==> config.mk <==
export PLATFORM = sky130hd
export DESIGN_NAME = adcc_top
export DESIGN_NICKNAME = d
export VERILOG_FILES = /design/src/hw/adcc_pkg.sv /design/src/hw/adcc_top.sv /design/src/hw/adcc_prescaler.sv
export SDC_FILE = /design/constraint.sdc
export NUM_CORES = 1
export LEC_CHECK = 0
export BUFFER_PORTS_ARGS = -buffer_cell sky130_fd_sc_hd__buf_4
export CORE_ASPECT_RATIO = 0.5
export CORE_MARGIN = 4
export CORE_UTILIZATION = 50
export DETAILED_ROUTE_END_ITERATION = 6
export GPL_TIMING_DRIVEN = 0
export HOLD_SLACK_MARGIN = 0.12
export PLACE_DENSITY = 0.74
export SYNTH_ARGS = -nofsm -noshare
export SYNTH_HDL_FRONTEND = slang
export SYNTH_HIERARCHICAL = 1
export SYNTH_SLANG_ARGS = --single-unit
==> constraint.sdc <==
create_clock -name CORE_CLK_I -period 2.8 [get_ports CORE_CLK_I]
set_input_delay 0.28 -clock CORE_CLK_I [delete_from_list [all_inputs] [get_ports CORE_CLK_I]]
set_output_delay 0.28 -clock CORE_CLK_I [all_outputs]
set_load 0.1 [all_outputs]
==> src/hw/adcc_pkg.sv <==
// package: register map, field positions and timing counts for the converter control
package adcc_pkg;
    // register offsets (plain port, byte wide registers)
    localparam logic [2:0] ADDR_CSR_A     = 3'h0;
    localparam logic [2:0] ADDR_CSR_B     = 3'h1;
    localparam logic [2:0] ADDR_RES_LOW   = 3'h2;
    localparam logic [2:0] ADDR_RES_HIGH  = 3'h3;
    localparam logic [2:0] ADDR_IRQ_STAT  = 3'h4;
    localparam logic [2:0] ADDR_IRQ_MASK  = 3'h5;
    localparam logic [2:0] ADDR_CFG       = 3'h6;
    // control status a field positions
    localparam int BIT_ENABLE    = 7;
    localparam int BIT_START     = 6;
    localparam int BIT_AUTO      = 5;
    localparam int BIT_FLAG      = 4;
    localparam int BIT_IRQ_EN    = 3;
    // config register field positions
    localparam int BIT_LEFT_ADJ  = 0;
    localparam int BIT_FREE_RUN  = 1;
    // reset values
    localparam logic [7:0] CSR_A_RESET = 8'h00;
    localparam logic [7:0] CSR_B_RESET = 8'h00;
    // conversion lengths in converter clock cycles
    localparam logic [4:0] CONV_CYCLES_NORMAL = 5'h0d;
    localparam logic [4:0] CONV_CYCLES_FIRST  = 5'h19;
    // interrupt status bits
    localparam int IRQ_DONE    = 0;
    localparam int IRQ_TRIGLOST = 1;
    // start request carrier
    typedef struct packed {
        logic       go;
        logic       first;
    } adcc_start_t;
    // register bus carrier
    typedef struct packed {
        logic [2:0] addr;
        logic [7:0] wdata;
        logic       wr;
        logic       rd;
    } adcc_bus_t;
endpackage

==> src/hw/adcc_top.sv <==
// converter control: start, trigger, completion flag, prescaler and result layout
`timescale 1ns/1ns
`default_nettype none
module adcc_top (
    // clock and reset
    input  wire logic       CORE_CLK_I,
    input  wire logic       NRST_I,
    // register port
    input  wire logic [2:0] ADDR_I,
    input  wire logic [7:0] WDATA_I,
    input  wire logic       WR_I,
    input  wire logic       RD_I,
    output logic      [7:0] RDATA_O,
    // processor side
    input  wire logic       GLOBAL_IRQ_EN_I,
    input  wire logic       VECTOR_ACK_I,
    output logic            CONV_IRQ_O,
    output logic            STATUS_IRQ_O,
    // trigger sources (from pins)
    input  wire logic [7:0] TRIG_SRC_I,
    // analog core
    output logic            SAMPLE_START_O,
    output logic            CONV_ACTIVE_O,
    input  wire logic [9:0] ANALOG_RESULT_I
);
    import adcc_pkg::*;

    // ---------------------------------------------------------------
    // declarations
    // ---------------------------------------------------------------
    typedef enum {ST_OFF, ST_IDLE, ST_CONV} adcc_state_t;
    adcc_state_t state;
    adcc_bus_t   bus;
    adcc_start_t req;

    logic       enable;
    logic       auto_en;
    logic       flag;
    logic       irq_en;
    logic [2:0] div_sel;
    logic [2:0] trig_sel;
    logic       left_adj;
    logic       free_run;
    logic       need_init;
    logic [4:0] cycles;
    logic [4:0] length;
    logic [9:0] result;
    logic [1:0] irq_stat;
    logic [1:0] irq_mask;
    logic [7:0] trig_s1, trig_s2, trig_s3;
    logic       trig_prev;
    logic       trig_level;
    logic       trig_rise;
    logic       tick;
    logic       restart;
    logic       done;
    logic       wr_csr_a;
    logic       sw_start;

    assign bus = '{addr: ADDR_I, wdata: WDATA_I, wr: WR_I, rd: RD_I};
    assign wr_csr_a = bus.wr && bus.addr == ADDR_CSR_A;

    // ---------------------------------------------------------------
    // helpers
    // ---------------------------------------------------------------
    // place the 10-bit result into the low or high byte
    function automatic logic [7:0] res_byte(input logic [9:0] r, input logic left,
                                            input logic high);
        if (left) begin
            res_byte = high ? r[9:2] : {r[1:0], 6'h00};
        end else begin
            res_byte = high ? {6'h00, r[9:8]} : r[7:0];
        end
    endfunction

    // ---------------------------------------------------------------
    // trigger input synchroniser and edge detect
    // ---------------------------------------------------------------
    // three stage capture; change counts when stage two and three agree
    always_ff @(posedge CORE_CLK_I or negedge NRST_I) begin
        if (!NRST_I) begin
            trig_s1 <= 8'h00;
            trig_s2 <= 8'h00;
            trig_s3 <= 8'h00;
        end else begin
            trig_s1 <= TRIG_SRC_I;
            trig_s2 <= trig_s1;
            trig_s3 <= trig_s2;
        end
    end

    // selected source from the second control register
    assign trig_level = (trig_s2[trig_sel] == trig_s3[trig_sel]) ? trig_s3[trig_sel]
                                                                  : trig_prev;

    // last agreed level of the selected source
    always_ff @(posedge CORE_CLK_I or negedge NRST_I) begin
        if (!NRST_I) begin
            trig_prev <= 1'b0;
        end else begin
            trig_prev <= trig_level;
        end
    end

    assign trig_rise = trig_level && !trig_prev;

    // ---------------------------------------------------------------
    // converter clock
    // ---------------------------------------------------------------
    // a start from idle realigns the divider so every conversion spans whole ticks
    assign restart = state != ST_CONV && (sw_start || enable && auto_en && trig_rise);

    adcc_prescaler u_prescaler (
        .clk_i  (CORE_CLK_I),
        .nrst_i (NRST_I),
        .run_i  (enable && !restart),
        .sel_i  (div_sel),
        .tick_o (tick)
    );

    // ---------------------------------------------------------------
    // start requests
    // ---------------------------------------------------------------
    // a start write of one counts only if the same write sets enable; zero is ignored
    assign sw_start = wr_csr_a && bus.wdata[BIT_START] && bus.wdata[BIT_ENABLE];

    // start request: software, auto trigger edge, or free running restart
    always_comb begin
        req.go    = 1'b0;
        req.first = need_init;
        if (sw_start) begin
            req.go = 1'b1;
        end else if (enable && auto_en && trig_rise) begin
            req.go = 1'b1;
        end else if (enable && free_run && done) begin
            req.go = 1'b1;
        end
    end

    // ---------------------------------------------------------------
    // control registers
    // ---------------------------------------------------------------
    // control status a fields other than start and flag
    always_ff @(posedge CORE_CLK_I or negedge NRST_I) begin
        if (!NRST_I) begin
            enable  <= CSR_A_RESET[BIT_ENABLE];
            auto_en <= CSR_A_RESET[BIT_AUTO];
            irq_en  <= CSR_A_RESET[BIT_IRQ_EN];
            div_sel <= CSR_A_RESET[2:0];
        end else if (wr_csr_a) begin
            enable  <= bus.wdata[BIT_ENABLE];
            auto_en <= bus.wdata[BIT_AUTO];
            irq_en  <= bus.wdata[BIT_IRQ_EN];
            div_sel <= bus.wdata[2:0];
        end
    end

    // second control register and configuration
    always_ff @(posedge CORE_CLK_I or negedge NRST_I) begin
        if (!NRST_I) begin
            trig_sel <= CSR_B_RESET[2:0];
            left_adj <= 1'b0;
            free_run <= 1'b0;
            irq_mask <= 2'h0;
        end else if (bus.wr) begin
            if (bus.addr == ADDR_CSR_B) begin
                trig_sel <= bus.wdata[2:0];
            end
            if (bus.addr == ADDR_CFG) begin
                left_adj <= bus.wdata[BIT_LEFT_ADJ];
                free_run <= bus.wdata[BIT_FREE_RUN];
            end
            if (bus.addr == ADDR_IRQ_MASK) begin
                irq_mask <= bus.wdata[1:0];
            end
        end
    end

    // ---------------------------------------------------------------
    // conversion sequencer
    // ---------------------------------------------------------------
    assign done = state == ST_CONV && tick && cycles == 5'h01;

    // sequencer: counts converter ticks for 13 or 25 cycles
    always_ff @(posedge CORE_CLK_I or negedge NRST_I) begin
        if (!NRST_I) begin
            state     <= ST_OFF;
            cycles    <= 5'h00;
            length    <= 5'h00;
            need_init <= 1'b1;
        end else if (wr_csr_a && !bus.wdata[BIT_ENABLE]) begin
            state     <= ST_OFF;
            cycles    <= 5'h00;
            need_init <= 1'b1;
        end else begin
            case (state)
                ST_OFF, ST_IDLE: begin
                    if (req.go) begin
                        state     <= ST_CONV;
                        length    <= req.first ? CONV_CYCLES_FIRST : CONV_CYCLES_NORMAL;
                        cycles    <= req.first ? CONV_CYCLES_FIRST : CONV_CYCLES_NORMAL;
                        need_init <= 1'b0;
                    end else if (wr_csr_a) begin
                        state <= ST_IDLE;
                    end
                end
                ST_CONV: begin
                    if (done && req.go) begin
                        cycles <= CONV_CYCLES_NORMAL;
                        length <= CONV_CYCLES_NORMAL;
                    end else if (done) begin
                        state  <= ST_IDLE;
                        cycles <= 5'h00;
                    end else if (tick) begin
                        cycles <= cycles - 5'h01;
                    end
                end
                default: state <= ST_OFF;
            endcase
        end
    end

    assign CONV_ACTIVE_O  = state == ST_CONV;
    assign SAMPLE_START_O = req.go && state != ST_CONV || done && req.go;

    // result capture on completion
    always_ff @(posedge CORE_CLK_I or negedge NRST_I) begin
        if (!NRST_I) begin
            result <= 10'h000;
        end else if (done) begin
            result <= ANALOG_RESULT_I;
        end
    end

    // completion flag: set wins over clears
    always_ff @(posedge CORE_CLK_I or negedge NRST_I) begin
        if (!NRST_I) begin
            flag <= CSR_A_RESET[BIT_FLAG];
        end else if (done) begin
            flag <= 1'b1;
        end else if (VECTOR_ACK_I) begin
            flag <= 1'b0;
        end else if (wr_csr_a && bus.wdata[BIT_FLAG]) begin
            flag <= 1'b0;
        end
    end

    assign CONV_IRQ_O = flag && irq_en && GLOBAL_IRQ_EN_I;

    // ---------------------------------------------------------------
    // sticky status interrupts
    // ---------------------------------------------------------------
    // completion and lost trigger events; read clears, event wins
    always_ff @(posedge CORE_CLK_I or negedge NRST_I) begin
        if (!NRST_I) begin
            irq_stat <= 2'h0;
        end else begin
            for (int i = 0; i < 2; i++) begin
                if (i == IRQ_DONE && done) begin
                    irq_stat[i] <= 1'b1;
                end else if (i == IRQ_TRIGLOST && state == ST_CONV && !done
                             && auto_en && trig_rise) begin
                    irq_stat[i] <= 1'b1;
                end else if (bus.rd && bus.addr == ADDR_IRQ_STAT) begin
                    irq_stat[i] <= 1'b0;
                end
            end
        end
    end

    assign STATUS_IRQ_O = |(irq_stat & irq_mask);

    // ---------------------------------------------------------------
    // read data
    // ---------------------------------------------------------------
    // read data one cycle after the strobe, zero otherwise
    always_ff @(posedge CORE_CLK_I or negedge NRST_I) begin
        if (!NRST_I) begin
            RDATA_O <= 8'h00;
        end else if (bus.rd) begin
            case (bus.addr)
                ADDR_CSR_A:    RDATA_O <= {enable, state == ST_CONV, auto_en, flag,
                                           irq_en, div_sel};
                ADDR_CSR_B:    RDATA_O <= {5'h00, trig_sel};
                ADDR_RES_LOW:  RDATA_O <= res_byte(result, left_adj, 1'b0);
                ADDR_RES_HIGH: RDATA_O <= res_byte(result, left_adj, 1'b1);
                ADDR_IRQ_STAT: RDATA_O <= {6'h00, irq_stat};
                ADDR_IRQ_MASK: RDATA_O <= {6'h00, irq_mask};
                ADDR_CFG:      RDATA_O <= {6'h00, free_run, left_adj};
                default:       RDATA_O <= 8'h00;
            endcase
        end else begin
            RDATA_O <= 8'h00;
        end
    end
endmodule
`default_nettype wire

==> src/hw/adcc_prescaler.sv <==
// prescaler: converter clock enable from the system clock
`timescale 1ns/1ns
`default_nettype none
module adcc_prescaler (
    // clock and reset
    input  wire logic       clk_i,
    input  wire logic       nrst_i,
    // control
    input  wire logic       run_i,
    input  wire logic [2:0] sel_i,
    // converter clock enable
    output logic            tick_o
);
    import adcc_pkg::*;

    logic [6:0] count;
    logic [6:0] limit;

    // division factor minus one per code
    always_comb begin
        case (sel_i)
            3'h0, 3'h1: limit = 7'h01;
            3'h2:       limit = 7'h03;
            3'h3:       limit = 7'h07;
            3'h4:       limit = 7'h0f;
            3'h5:       limit = 7'h1f;
            3'h6:       limit = 7'h3f;
            default:    limit = 7'h7f;
        endcase
    end

    // counter held at zero while disabled
    always_ff @(posedge clk_i or negedge nrst_i) begin
        if (!nrst_i) begin
            count <= 7'h00;
        end else if (!run_i) begin
            count <= 7'h00;
        end else if (count >= limit) begin
            count <= 7'h00;
        end else begin
            count <= count + 7'h01;
        end
    end

    assign tick_o = run_i && (count >= limit);
endmodule
`default_nettype wire

* Word-level counts from Yosys, hierarchy flattened *
Cells that the tools add are included.

cells by class
  add/subtract/negate cells = 2
  multipliers = 0
  divide/modulo/power cells = 0
  magnitude comparators = 2
  equality and inequality tests = 23
  shift-type cells = 0
  muxes and demuxes = 37
  bitwise logic cells = 1
  reduce and logical (&&, ||, !) cells = 47

operators by type and width
  operator                                                number
  2-to-1 mux 32 bit                                       5
  one-hot mux 32 bit (2 select lines)                     1
  one-hot mux 8 bit (7 select lines)                      1
  one-hot mux 7 bit (6 select lines)                      1
  equality test 32 x 1 -> 1 bit, second input constant    1
  equality test 32 x 2 -> 1 bit, second input constant    1
  equality test 32 x 3 -> 1 bit, second input constant    1
  zero test 32 bit                                        1
  inequality test 32 x 3 -> 1 bit, second input constant  1
  2-to-1 mux 5 bit                                        6
  2-to-1 mux 8 bit                                        3
  logical AND 1 bit                                       23
  equality test 3 bit, second input constant              6
  2-to-1 mux 1 bit                                        15
  2-to-1 mux 7 bit                                        2
  equality test 3 x 2 -> 1 bit, second input constant     4
  one-hot mux 5 bit (2 select lines)                      1
  inequality test 3 bit, second input constant            3
  AND reduction 2 bit                                     4
  nonzero test 2 bit                                      4
  adder 7 x 1 -> 7 bit, second input constant             1
  >= comparator 7 bit                                     1
  binary-select mux 1 bit (select 3 bit)                  2
  equality test 3 x 1 -> 1 bit, second input constant     2
  other kinds (13)                                        22

word-level totals
  bits in registers = 104
  latch bits = 0
  bits in writable memories = 0
  ROM bits = 0
  output and inout port bits = 12
  logic and storage cells = 133
  memories kept = 0

* Depth between registers and ports, before layout *
  depth in word-level cells = 21
  gate-level depth with buffers = 13
  mapped depth without buffers = 11

* Modules after synthesis *
Netlist, hierarchy kept.

modules (own cells, without submodules)
  module          instances  cells each  area an instance (sq um)  sequential area each (sq um)
  adcc_top        1          269         3021.6                    1677.9
  adcc_prescaler  1          49          467.9                     175.2

* Least setup slack after synthesis *
Ideal clock, no wire load.

  path type = reg2out
  start point = register trig_sel[0]
  end point = output SAMPLE_START_O
  data arrival time = 4.052 ns
  data required time = 2.520 ns
  slack = -1.532 ns
  stages on the path, launching flop included = 13
  cell sequence = dfrtp_1 -> buf_6 -> mux4_1 -> mux2i_1 -> nor4b_2 -> o21ai_0 -> and2_1 -> o21a_1 -> nand4bb_1 -> nor3_1 -> and2_1 -> o21ai_2 -> a21oi_1

on the way
  longest elaborated chain between the ends = 19

ends and longest elaborated chain
  element                                 line             text
  start, declared                         adcc_top.sv:41   logic [2:0] trig_sel;
  start signal, assigned                  adcc_top.sv:161  trig_sel <= CSR_B_RESET[2:0];
  start signal, assigned                  adcc_top.sv:167  trig_sel <= bus.wdata[2:0];
  binary-select mux 1 bit (select 3 bit)  adcc_top.sv:93   assign trig_level = (trig_s2[trig_sel] == trig_s3[trig_sel]) ? trig_s3[trig_sel]
  2-to-1 mux 1 bit (not written as such)  adcc_top.sv:93
  equality test 1 bit                     adcc_top.sv:93
  2-to-1 mux 1 bit (*)                    adcc_top.sv:93
  logical AND 1 bit (*)                   adcc_top.sv:105  assign trig_rise = trig_level && !trig_prev;
  logical AND 1 bit (*)                   adcc_top.sv:111  assign restart = state != ST_CONV && (sw_start || enable && auto_en && trig_rise);
  logical OR 1 bit (*)                    adcc_top.sv:111
  logical AND 1 bit (*)                   adcc_top.sv:111
  (+3 left out)                           -
  named net tick                          adcc_top.sv:54   logic tick;
  logical AND 1 bit (*) (2 in a row)      adcc_top.sv:182  assign done = state == ST_CONV && tick && cycles == 5'h01;
  logical AND 1 bit                       adcc_top.sv:135  end else if (enable && free_run && done) begin
  2-to-1 mux 1 bit                        adcc_top.sv:135
  2-to-1 mux 1 bit                        adcc_top.sv:133  end else if (enable && auto_en && trig_rise) begin
  2-to-1 mux 1 bit                        adcc_top.sv:131  if (sw_start) begin
  logical AND 1 bit                       adcc_top.sv:224  assign SAMPLE_START_O = req.go && state != ST_CONV || done && req.go;
  logical OR 1 bit (*)                    adcc_top.sv:224
  end, declared                           adcc_top.sv:22   output logic SAMPLE_START_O,

Mark *: on every way through the listed nets, which the timed path passes. The rest lies on a longest branch. The select of a mux whose other input is x is not followed.

* Final worst setup path *
  start point = register div_sel[2]
  end point = output SAMPLE_START_O

on the way
  longest elaborated chain between the ends = 13

ends and longest elaborated chain
  element                                                          line                  text
  start, declared                                                  adcc_top.sv:40        logic [2:0] div_sel;
  start signal, assigned                                           adcc_top.sv:149       div_sel <= CSR_A_RESET[2:0];
  start signal, assigned                                           adcc_top.sv:154       div_sel <= bus.wdata[2:0];
  equality test 3 x 1 -> 1 bit or zero test 3 bit (tied branches)  adcc_prescaler.sv:21  case (sel_i)
  OR reduction 2 bit                                               adcc_prescaler.sv:21
  one-hot mux 7 bit (6 select lines) (*)                           adcc_prescaler.sv:21
  >= comparator 7 bit (*)                                          adcc_prescaler.sv:45  assign tick_o = run_i && (count >= limit);
  logical AND 1 bit (*)                                            adcc_prescaler.sv:45
  named net tick                                                   adcc_top.sv:54
  logical AND 1 bit (*) (2 in a row)                               adcc_top.sv:182
  logical AND 1 bit                                                adcc_top.sv:135
  2-to-1 mux 1 bit                                                 adcc_top.sv:135
  2-to-1 mux 1 bit                                                 adcc_top.sv:133
  2-to-1 mux 1 bit                                                 adcc_top.sv:131
  logical AND 1 bit                                                adcc_top.sv:224
  logical OR 1 bit (*)                                             adcc_top.sv:224

Mark *: on every way through the listed nets, which the timed path passes. The rest lies on a longest branch.

==> results.cfg <==
[cells_and_area]
area_growth_pct = 34.42
diodes = 0
final_cells = 497
n_fill_cell = 501
final_nets = 444
drive_gt1_frac = 0.3235
final_util = 0.6974

[clock_network]
clk_pin_slew_ps = 60
cts_tree = yes
clock_latency_ps = 340
clock-root-buffer = clkbuf_16
cts_made_buffers = 9
clockBufferDepth = 2
clock-sinks = 74
cts_max_level = 3

[drt]
ant_nets = 0
drt-initial-drc-count = 340
drt-total-wl_um = 8783
avgRoutedWirePerCell_um = 17.67
routed_via_density = 5.783
drt-pass1-iter-count = 5
drc = 0
via_count = 2874

[yosys]
synthTopCellsByArea = dfrtp_1, mux2_2, nand2_1
ys_async_sr_fraction = 1.000
synth_flop_cell = dfrtp_1
synth-simple-area-share = 0.1639
synth_compound_area_frac = 0.1312
synth_top_family_by_area = simple AND/OR/NAND/NOR gates
ys_seq_area_frac = 0.5310
synth.distinct_cells = 55
syn_area_per_cell_um2 = 10.97
synth_warnings = 6
yosys.area.top_type = dfrtp_1
synth_edf_count = 0
synth_cells = 318
synth_nets = 362
ys_ff_latch = 74
yosysTopAreaCellShare = 0.5235
syn-cell-area_mm2 = 0.003490
synth_xor_area_frac = 0.01255
synthMuxAreaShare = 0.09968
synth_adder_area_share = 0.03514

[placed_design]
dp_slack_ps = -642.8
io_buffers = 45
gp_congestion = 0.8835
dp_hpwl_um = 5552
dp_cells = 455

[power]
power_frac_clock = 0.324
switching_share = 0.3356
p_per_area_mw_per_mm2 = 768.6
combPwrFrac = 0.288
p_leak_nw = 2.119
sequentialPowerShare = 0.388
internal_power_mw = 2.395
power_switching_mw = 1.210
peakVddDrop_v = 0.0004337

[sta]
rsz0062_at_grt = true
maxSlewHeadroom = 0.3941
worst_slew_pin_slew_ps = 908.9
fin_crit_ps = 3300
clock.fmax_ghz = 0.3030
slew_violations = 0
setup-violations-final = 15
hold_viol_final = 0
finalSetupTns_ps = -1277
min_period_over_period = 1.179
fin_skew_ps = 6.143
fin_ws_ps = -500.4

[setup_path]
crit_fanout = 8
cp.arrival_ps = 3020
path_cells = o21ai_0 > ha_1 > nand4_1 > a21oi_2 > o21a_4 > nand4bb_4 > nor3_4 > and2_4 > o21ai_4 > a21oi_4 > buf_12
crit_family = compound AO/OA/AOI/OAI gates
critPathMaxStageDelay_ps = 480
start_kind = flip-flop
cp_num_buf_inv = 1
path_class = flip-flop to primary output
worst_setup_path_end_kind = primary output
crit_required_ps = 2520
critPathSlowestCell = dfrtp_1
ff2ff_setup_slack_ps = -150

[die]
io_pins = 47
core_mm2 = 0.006726
die_w_um = 126.1
die_area_mm2 = 0.008461
die_h_um = 67.08
start_util = 0.5188
num_rows = 21

[flow_run]
drv_cap = 0

[global_route]
antenna_found_initial = 0
grt_pass1_wl_um = 13430
grt_max_degree = 75
grt_util_all_layers = 0.2064
grt_overflow = 0
grt_pass1_vias = 2729

[status]
status = finished with violations
violations = setup timing

[worst_hold_path]
hold_path.class = input pin to flip-flop
==> stage by stage <==
step	hold WS (ps)	power, mW	instance area (um2)
finish	130.6	3.605	4691
global placement	333.5	2.234	3974
global route	132.4	3.779	4691
CTS	128.6	3.527	4518
detailed placement	334.7	2.277	3974
floorplan	-15.59	2.025	3521
==> power by group through the flow <==
stage,clock [mW],combinational (mW),sequential [mW]
3_5_place_dp,0,0.883,1.39
5_1_grt,1.24,1.12,1.42
2_1_floorplan,0,0.649,1.38
4_1_cts,1.18,0.975,1.38
3_3_place_gp,0,0.851,1.38
6_report,1.17,1.04,1.40
==> routing by layer <==
layer / global-route usage / part of all wire / vias up
met1: 0.2623 / 0.43 / 1412
met4: 0.07086 / 0.020 / 0
met3: 0.06405 / 0.068 / 22
met2: 0.3399 / 0.48 / 127
li1: - / - / 1313
met5: 0 / 0 / -
==> synthesized netlist by cell type (all sizes together) (2+ instances only) <==
cell,instances
dfrtp,73
nand2,44
a21oi,20
nand3,16
nor2,16
mux2,15
o21ai,15
a22oi,9
clkbuf,9
ha,9
inv,8
mux2i,7
nor3,7
buf,5
o211ai,5
a211oi,4
and3,4
mux4,4
nand3b,4
nor2b,4
and2,3
nor3b,3
or3,3
xnor2,3
a22o,2
nand2b,2
nor4b,2
o21a,2
xor2,2
==> cells by family (layout without fill, tap and decap cells) <==
family | Yosys count | after routing
AOI/OAI and AO/OA | 68 | 68
and+or+nand+nor | 113 | 113
DFF | 74 | 74
xor gates and xnor gates | 5 | 5
muxes | 26 | 26
buffers and inverters | 22 | 109
adders and majority gates | 10 | 10
==> repair_timing <==
item / 4_1_cts / 5_1_grt
pin swaps: 9 / 6
hold buffers: 9 / 0
hold endpoints to repair: 18 / 0
buffers inserted: 9 / 7
gates cloned: 0 / 1
endpoints found under the setup margin: 22 / 22
resized for setup: 19 / 24
==> worst paths after layout <==
| kind | start | to | cells after the start |
|---|---|---|---|
| setup / recovery | div_sel[2]$_DFFE_PN0N_ | SAMPLE_START_O | 11 |
| hold / removal | ANALOG_RESULT_I[6] | result[6]$_DFFE_PN0P_ | 3 |
| setup reg to reg | div_sel[2]$_DFFE_PN0N_ | need_init$_DFFE_PN1P_ | 12 |
| hold reg to reg | trig_s1[2]$_DFF_PN0_ | trig_s2[2]$_DFF_PN0_ | 0 |
| max in group asynchronous | NRST_I | trig_s3[5]$_DFF_PN0_ | 2 |
| min in group asynchronous | NRST_I | cycles[2]$_DFFE_PN0P_ | 2 |
==> final cells by class <==
type,instances,area (um2),share of cell area
well taps,92,115.1,0.02454
clock buffers,11,242.7,0.05175
inverters,8,30.03,0.006402
repair buffers,71,608.1,0.1296
clock inverters,5,62.56,0.01334
flip-flops and latches,74,1853,0.3950
plain buffers,14,85.08,0.01814
multi-input cells,222,1694,0.3612
==> worst register-to-register path: cells and delay by family (launching register included) <==
family	cells	cell delay, ps
buf+inv	2	270
fa+ha+maj	1	390
simple gates	4	590
flops	1	480
compound gates	5	1150
==> state kept, by name, summed over array words and instances (netlist names) <==
| name | flops |
|---|---|
| cycles | 5 |
| enable | 1 |
| auto_en | 1 |
| trig_s1 | 8 |
| need_init | 1 |
| left_adj | 1 |
| trig_sel | 3 |
| flag | 1 |
| result | 10 |
| state | 2 |
| irq_stat | 2 |
| trig_s3 | 8 |
| div_sel | 3 |
| irq_mask | 2 |
| u_prescaler/count | 7 |
| free_run | 1 |
| irq_en | 1 |
| RDATA_O | 8 |
| trig_prev | 1 |
| trig_s2 | 8 |
==> layout by cell type, fill, tap and decap left out, drive strengths merged, types with 5 or more instances in the layout <==
master	count
inv	9
mux2	15
buf	68
dfrtp	73
nor3	7
clkbuf	19
nor2	16
nand3	16
a22oi	9
o211ai	5
a21oi	20
ha	9
dlygate4sd3	9
nand2	44
o21ai	15
mux2i	7
(Power assumes the default switching activity.)
